[src/hdl/ebm_params.svh]
// timing and field constants for the external bus mastership client
`ifndef EBM_PARAMS_SVH
`define EBM_PARAMS_SVH

// reference clock period in ns
`define EBM_REF_CLK_PERIOD_NS 100
// output clock period in ns
`define EBM_OUT_CLK_PERIOD_NS 800
// reference cycles per output clock period
`define EBM_OUT_CLK_CYCLES (`EBM_OUT_CLK_PERIOD_NS / `EBM_REF_CLK_PERIOD_NS)
// bus clock lead over the output clock, a quarter period, in reference cycles
`define EBM_LEAD_CYCLES ((`EBM_OUT_CLK_PERIOD_NS / 4) / `EBM_REF_CLK_PERIOD_NS)
// width of the phase counter, must hold one output clock period
`define EBM_PHASE_W 3
// reference cycles by which the detected output clock edge trails the pin edge
`define EBM_PHASE_LAT 2
// output clock periods taken by one external bus cycle
`define EBM_CYCLE_LEN 2
// width of the bus cycle counter
`define EBM_CYC_W 2
// synchroniser index of each sampled pin
`define EBM_SYNC_OUT_CLK 0
`define EBM_SYNC_GRANT 1
`define EBM_SYNC_BUSY 2
`define EBM_SYNC_N 3

`endif

[src/hdl/ebm_pkg.sv]
// types for the external bus mastership client
package ebm_pkg;
	typedef enum logic [1:0] {
		EBM_ST_SLAVE,
		EBM_ST_WAIT,
		EBM_ST_MASTER,
		EBM_ST_RELEASE
	} ebm_state_t;
endpackage : ebm_pkg

[src/hdl/ebm_client.sv]
// external bus mastership client: request, grant, busy, strobe and bus clock
`include "ebm_params.svh"

module ebm_client
	import ebm_pkg::*;
(
	input wire logic i_ref_clk,
	input wire logic i_rst,
	input wire logic i_out_clk,
	input wire logic i_bus_grant_in_n,
	input wire logic i_bus_busy_line_n,
	input wire logic i_ext_access_req,
	input wire logic i_low_power,
	input wire logic i_request_hold_bit,
	input wire logic i_mastership_enable_bit,
	input wire logic i_address_trace_enable_bit,
	output logic o_bus_request_out_n,
	output logic o_bus_busy_line_n,
	output logic o_bus_busy_line_oe,
	output logic o_cas_n,
	output logic o_cas_oe,
	output logic o_bus_clk,
	output logic o_bus_clk_oe,
	output logic o_bus_clk_n,
	output logic o_bus_clk_n_oe,
	output logic o_is_master,
	output logic o_cycle_done
);

	logic [`EBM_SYNC_N-1:0] pin_raw;
	logic [`EBM_SYNC_N-1:0] sync1_reg;
	logic [`EBM_SYNC_N-1:0] sync2_reg;
	logic out_clk_prev_reg;
	logic grant_smp_reg;
	logic busy_idle_smp_reg;
	logic req_reg;
	logic req_next;
	ebm_state_t state_reg;
	ebm_state_t state_next;
	logic [`EBM_CYC_W-1:0] cyc_cnt_reg;
	logic [`EBM_CYC_W-1:0] cyc_cnt_next;
	logic cyc_active_reg;
	logic cyc_active_next;
	logic [`EBM_PHASE_W-1:0] phase_reg;
	logic [`EBM_PHASE_W-1:0] phase_sum;
	logic out_rise;
	logic cyc_last;
	logic cyc_start;
	logic release_ok;
	logic master_next;
	logic drive_busy_next;
	logic bclk_next;

	assign pin_raw = {i_bus_busy_line_n, ~i_bus_grant_in_n, i_out_clk};

	// two flops per pin; only the second stage is read by logic
	genvar gi;
	generate
		for (gi = 0; gi < `EBM_SYNC_N; gi++) begin : g_sync
			always_ff @(posedge i_ref_clk) begin
				if (i_rst) begin
					sync1_reg[gi] <= (gi == `EBM_SYNC_BUSY);
					sync2_reg[gi] <= (gi == `EBM_SYNC_BUSY);
				end else begin
					sync1_reg[gi] <= pin_raw[gi];
					sync2_reg[gi] <= sync1_reg[gi];
				end
			end
		end
	endgenerate

	assign out_rise = sync2_reg[`EBM_SYNC_OUT_CLK] & ~out_clk_prev_reg;

	// handshake inputs latched once per output clock, decisions use these
	always_ff @(posedge i_ref_clk) begin
		if (i_rst) begin
			out_clk_prev_reg <= 1'b0;
			grant_smp_reg <= 1'b0;
			busy_idle_smp_reg <= 1'b1;
		end else begin
			out_clk_prev_reg <= sync2_reg[`EBM_SYNC_OUT_CLK];
			if (out_rise) begin
				grant_smp_reg <= sync2_reg[`EBM_SYNC_GRANT];
				busy_idle_smp_reg <= sync2_reg[`EBM_SYNC_BUSY];
			end
		end
	end

	// request never looks at mastership, so parking may drop it
	assign req_next = i_low_power ? (i_request_hold_bit & req_reg)
		: (i_ext_access_req | i_request_hold_bit);

	// bus cycle bookkeeping
	assign cyc_last = cyc_active_reg && (cyc_cnt_reg == `EBM_CYC_W'(`EBM_CYCLE_LEN - 1));
	assign cyc_start = (state_reg == EBM_ST_MASTER) && grant_smp_reg && i_ext_access_req
		&& (!cyc_active_reg || cyc_last);
	assign release_ok = !cyc_active_reg || cyc_last;

	always_comb begin
		state_next = state_reg;
		if (out_rise) begin
			case (state_reg)
				EBM_ST_SLAVE: begin
					if (req_reg && grant_smp_reg) begin
						state_next = EBM_ST_WAIT;
					end
				end
				EBM_ST_WAIT: begin
					if (!grant_smp_reg) begin
						state_next = EBM_ST_SLAVE;
					end else if (busy_idle_smp_reg) begin
						state_next = EBM_ST_MASTER;
					end
				end
				EBM_ST_MASTER: begin
					// parked while grant stays, whatever the request does
					if (!grant_smp_reg && release_ok) begin
						state_next = EBM_ST_RELEASE;
					end
				end
				EBM_ST_RELEASE: begin
					state_next = EBM_ST_SLAVE;
				end
				default: begin
					state_next = EBM_ST_SLAVE;
				end
			endcase
		end
	end

	always_comb begin
		cyc_active_next = cyc_active_reg;
		cyc_cnt_next = cyc_cnt_reg;
		if (out_rise) begin
			if (cyc_start) begin
				cyc_active_next = 1'b1;
				cyc_cnt_next = '0;
			end else if (cyc_last) begin
				cyc_active_next = 1'b0;
				cyc_cnt_next = '0;
			end else if (cyc_active_reg) begin
				cyc_cnt_next = cyc_cnt_reg + `EBM_CYC_W'(1);
			end
		end
	end

	assign master_next = (state_next == EBM_ST_MASTER);
	assign drive_busy_next = master_next || (state_next == EBM_ST_RELEASE);

	always_ff @(posedge i_ref_clk) begin
		if (i_rst) begin
			state_reg <= EBM_ST_SLAVE;
			req_reg <= 1'b0;
			cyc_active_reg <= 1'b0;
			cyc_cnt_reg <= '0;
		end else begin
			state_reg <= state_next;
			cyc_active_reg <= cyc_active_next;
			cyc_cnt_reg <= cyc_cnt_next;
			if (out_rise) begin
				req_reg <= req_next;
			end
		end
	end

	// pins: busy low as master, high for one period on release, then floated
	always_ff @(posedge i_ref_clk) begin
		if (i_rst) begin
			o_bus_request_out_n <= 1'b1;
			o_bus_busy_line_n <= 1'b1;
			o_bus_busy_line_oe <= 1'b0;
			o_cas_n <= 1'b1;
			o_cas_oe <= 1'b0;
			o_is_master <= 1'b0;
			o_cycle_done <= 1'b0;
		end else begin
			o_bus_request_out_n <= out_rise ? ~req_next : o_bus_request_out_n;
			o_bus_busy_line_n <= ~master_next;
			o_bus_busy_line_oe <= drive_busy_next;
			o_cas_n <= ~(master_next && cyc_active_next);
			o_cas_oe <= master_next || i_mastership_enable_bit;
			o_is_master <= master_next;
			o_cycle_done <= out_rise && cyc_last;
		end
	end

	// phase of the output clock; assumes a power-of-two period in ref cycles
	assign phase_sum = `EBM_PHASE_W'(phase_reg + `EBM_PHASE_W'(`EBM_PHASE_LAT + `EBM_LEAD_CYCLES));
	assign bclk_next = master_next && i_address_trace_enable_bit && !phase_sum[`EBM_PHASE_W-1];

	always_ff @(posedge i_ref_clk) begin
		if (i_rst) begin
			phase_reg <= '0;
			o_bus_clk <= 1'b0;
			o_bus_clk_oe <= 1'b0;
			o_bus_clk_n <= 1'b1;
			o_bus_clk_n_oe <= 1'b0;
		end else begin
			phase_reg <= out_rise ? `EBM_PHASE_W'(1) : `EBM_PHASE_W'(phase_reg + `EBM_PHASE_W'(1));
			o_bus_clk <= bclk_next;
			o_bus_clk_oe <= master_next;
			o_bus_clk_n <= ~bclk_next;
			o_bus_clk_n_oe <= master_next;
		end
	end
endmodule : ebm_client

[config.mk]
export PLATFORM = sky130hd
export DESIGN_NAME = ebm_client
export DESIGN_NICKNAME = d
export VERILOG_FILES = /design/src/hdl/ebm_pkg.sv /design/src/hdl/ebm_client.sv
export VERILOG_INCLUDE_DIRS = /design/src /design/src/hdl
export SDC_FILE = /design/constraint.sdc
export NUM_CORES = 1
export LEC_CHECK = 0
export BUFFER_PORTS_ARGS = -buffer_cell sky130_fd_sc_hd__buf_2
export CORE_MARGIN = 2
export CORE_UTILIZATION = 40
export CTS_CLUSTER_DIAMETER = 40
export DETAILED_ROUTE_END_ITERATION = 12
export HOLD_SLACK_MARGIN = 0.1
export SLEW_MARGIN = 40
export SYNTH_ARGS = -nofsm -noshare
export SYNTH_HDL_FRONTEND = slang
export SYNTH_SLANG_ARGS = --single-unit
[constraint.sdc]
create_clock -name i_ref_clk -period 2.1 [get_ports i_ref_clk]
set_input_delay 0.42 -clock i_ref_clk [delete_from_list [all_inputs] [get_ports i_ref_clk]]
set_output_delay 0.42 -clock i_ref_clk [all_outputs]
set_load 0.01 [all_outputs]
==> run summary <==
Status: complete, no violations
Main combinational cell family by area after synthesis: simple AND/OR/NAND/NOR gates
Slowest cell on crit path: dfxtp_1
Yosys warnings: 0
Io pins: 21
Buffers on Ports: 20
Fillcell total: 228
Area occupied by multi-input gates: 385 µm²
Avg Inst Size Synth: 10.7 µm²
Register clock-pin slew on the reported worst setup and hold paths: 0.14 ns
First-pass GRT wire length: 2570 µm
Vias in the first global route: 611
DRC: 0
Async SR Flop Fraction: 0
Headroom to the max-slew limit: 0.654
CTS Sinks: 27
Synth Register Bits: 27
Max Root-Sink Buffers: 2
Post-synth top area cell: dfxtp_1
Post-Synth Simple-Gate Area: 0.216
Initial DRC count: 9
CP Class: register to register
Post-Synth Adder-Cell Area: 0.0129
Hold EP: sync1_reg[1]
Fin nets: 122
HPWL Detailed: 1110 µm
DP Area: 1080 µm²
Total gr overflow: 0
Vias/cell: 4.93
VDD IR max: 374 µV
Worst Path Arrival: 1.66 ns
Cell count after synthesis: 91
Num CTS Buffers: 3
Number of antenna violations at the first check in global routing: 0
Power Dens Cells: 720 nW/µm²
Final Max Slew Viols: 0
Area delta synth->final: 13.8%
Setup WS pre-CTS: 0.720 ns
Post-Place Cells: 134
Post-CTS sizing: 0
Critical path buffer and inverter count: 0
Fmax: 721 MHz
Worst r2r path cells: 4
Sequential cell area: 541 µm²
MaxCap Viol Count: 0
Compound-Gate Fraction of Synth Area: 0.138
Design area: 1110 µm²
Critical Path Sink Type: register
Die Span X: 53.3 µm
Clock skew: 0.00784 ns
N_diodes: 0
DR WL/cell: 11.1 µm
Critical R2R Capture: o_bus_clk
Unique masters post-synth: 35
CTS tree: done
Final worst path period need: 1.39 ns
Routed WL: 1530 µm
CP max stage delay: 0.43 ns
H-tree levels: 1
Setup TNS: 0 ns
Mapped cell area: 972 µm²
Root buf cell: clkbuf_4
Num rows: 17
Top Family by Delay on Critical Path: compound AO/OA/AOI/OAI gates
Hold depth: 2
Top cells by area, synth: dfxtp_1, nor2b_1, a21oi_1, nand2_1, a211oi_4
Worst hold path type: primary input to register
Most frequent cells in the layout: dfxtp_1, buf_2, nand2_1
Hold Slack: 0.224 ns
Leak Pwr: 0.476 nW
Layout cell share with drive strength beyond 1: 0.255
R2R Path Start: sync2_reg[0]
Initial Util: 0.431
Setup slack, reg-to-reg: 0.71 ns
DRT Pass-1 Iters: 4
Postcts setup bufs: 0
Critical Path Source Type: register
Period utilization: 0.660
Worst-Skew Late Latency: 0.32 ns
Hold Fails Final Rpt: 0
RSZ-0062 raised after global routing: no
Mapped Nets: 102
Post-synthesis sequential area ratio: 0.556
WP data required: 2.38 ns
Die area: 2840 µm²
Hold path startpoint: i_bus_grant_in_n
Slew at the pin closest to its max-slew limit: 0.512 ns
Via count: 680
Final Wtd Congestion: 0.783
Multiplexer share of the synthesized area: 0.0206
Worst-path maximum fanout: 11
EDFF count, synth: 0
Largest net degree at the start of global routing: 20
Commonest non-fill, non-tap cell in the layout: dfxtp_1
Worst Setup Slack, final: 0.714 ns
GRT Util Overall: 0.127
Share of the synthesized area in the top cell type: 0.556
Routed Antenna Nets: 0
Final setup vio count: 0
# hold bufs at CTS: 0
Post-synthesis xor/xnor area fraction: 0.00901
Critical path, cell by cell: nand2b_4 > o21a_1 > a211oi_4 > and4_1
Die Y: 53.3 µm
Layout Cells excl Fill: 138
Ys flop type: dfxtp_1
Core area: 2250 µm²
==> where the power goes <==
group / internal [mW] / switching [mW]
Clock: 0.0727 / 0.149
Sequential: 0.527 / 0.00641
Combinational: 0.0204 / 0.0221
==> cell type report <==
class | count | area share
clock inverters | 1 | 0.00679
clock buffers | 3 | 0.0204
repair buffers | 21 | 0.0973
well taps | 28 | 0.0317
flip-flops and latches | 27 | 0.489
multi-input cells | 56 | 0.348
inverters | 2 | 0.00679
==> metal layers <==
layer  global-route usage  routed length [µm]
met1                0.150                 724
met2                0.208                 739
met3               0.0254                  51
met4               0.0769                  16
met5                    0                   0
==> synth_stat cells (all sizes together), types with 2 or more instances <==
master and instances:
nor2b 5, nand3b 2, or2 2, mux2i 2, buf 4, nand2 7, dfxtp 27, nand2b 3
o211a 2, nor2 4, nor3 3, inv 2, a21oi 6, clkbuf 2, o21ai 3
==> stage by stage <==
| stage | utilization | power (mW) |
|---|---|---|
| floorplan | - | 0.571 |
| global route | 0.491 | 0.832 |
| finish | 0.491 | 0.797 |
| detailed placement | 0.477 | 0.588 |
| CTS | 0.491 | 0.810 |
| global placement | 0.477 | 0.586 |
==> how the worst max path moves through the flow <==
stage,cells past startpoint,endpoint,start
2_1_floorplan,5,o_bus_clk,sync2_reg[0]
3_3_place_gp,4,o_bus_clk,sync2_reg[0]
3_5_place_dp,4,o_bus_clk,cyc_cnt_reg[0]
4_1_cts,4,o_bus_clk,sync2_reg[0]
5_1_grt,4,o_bus_clk,sync2_reg[0]
6_report,4,o_bus_clk,sync2_reg[0]
==> cells by family (layout without fill, tap and decap cells) <==
| kind of cell | after synthesis | after routing |
|---|---|---|
| fa+ha+maj | 1 | 1 |
| buf+inv | 8 | 27 |
| xor+xnor | 1 | 1 |
| compound gates | 17 | 17 |
| simple gates | 35 | 35 |
| mux | 2 | 2 |
| flops | 27 | 27 |
==> worst register-to-register path, delay by kind of cell, from the launching register on <==
family / cells / cell delay (ns)
compound gates: 2 / 0.56
flops: 1 / 0.43
simple gates: 2 / 0.36
No activity file was read; power rests on OpenSTA's default activity.
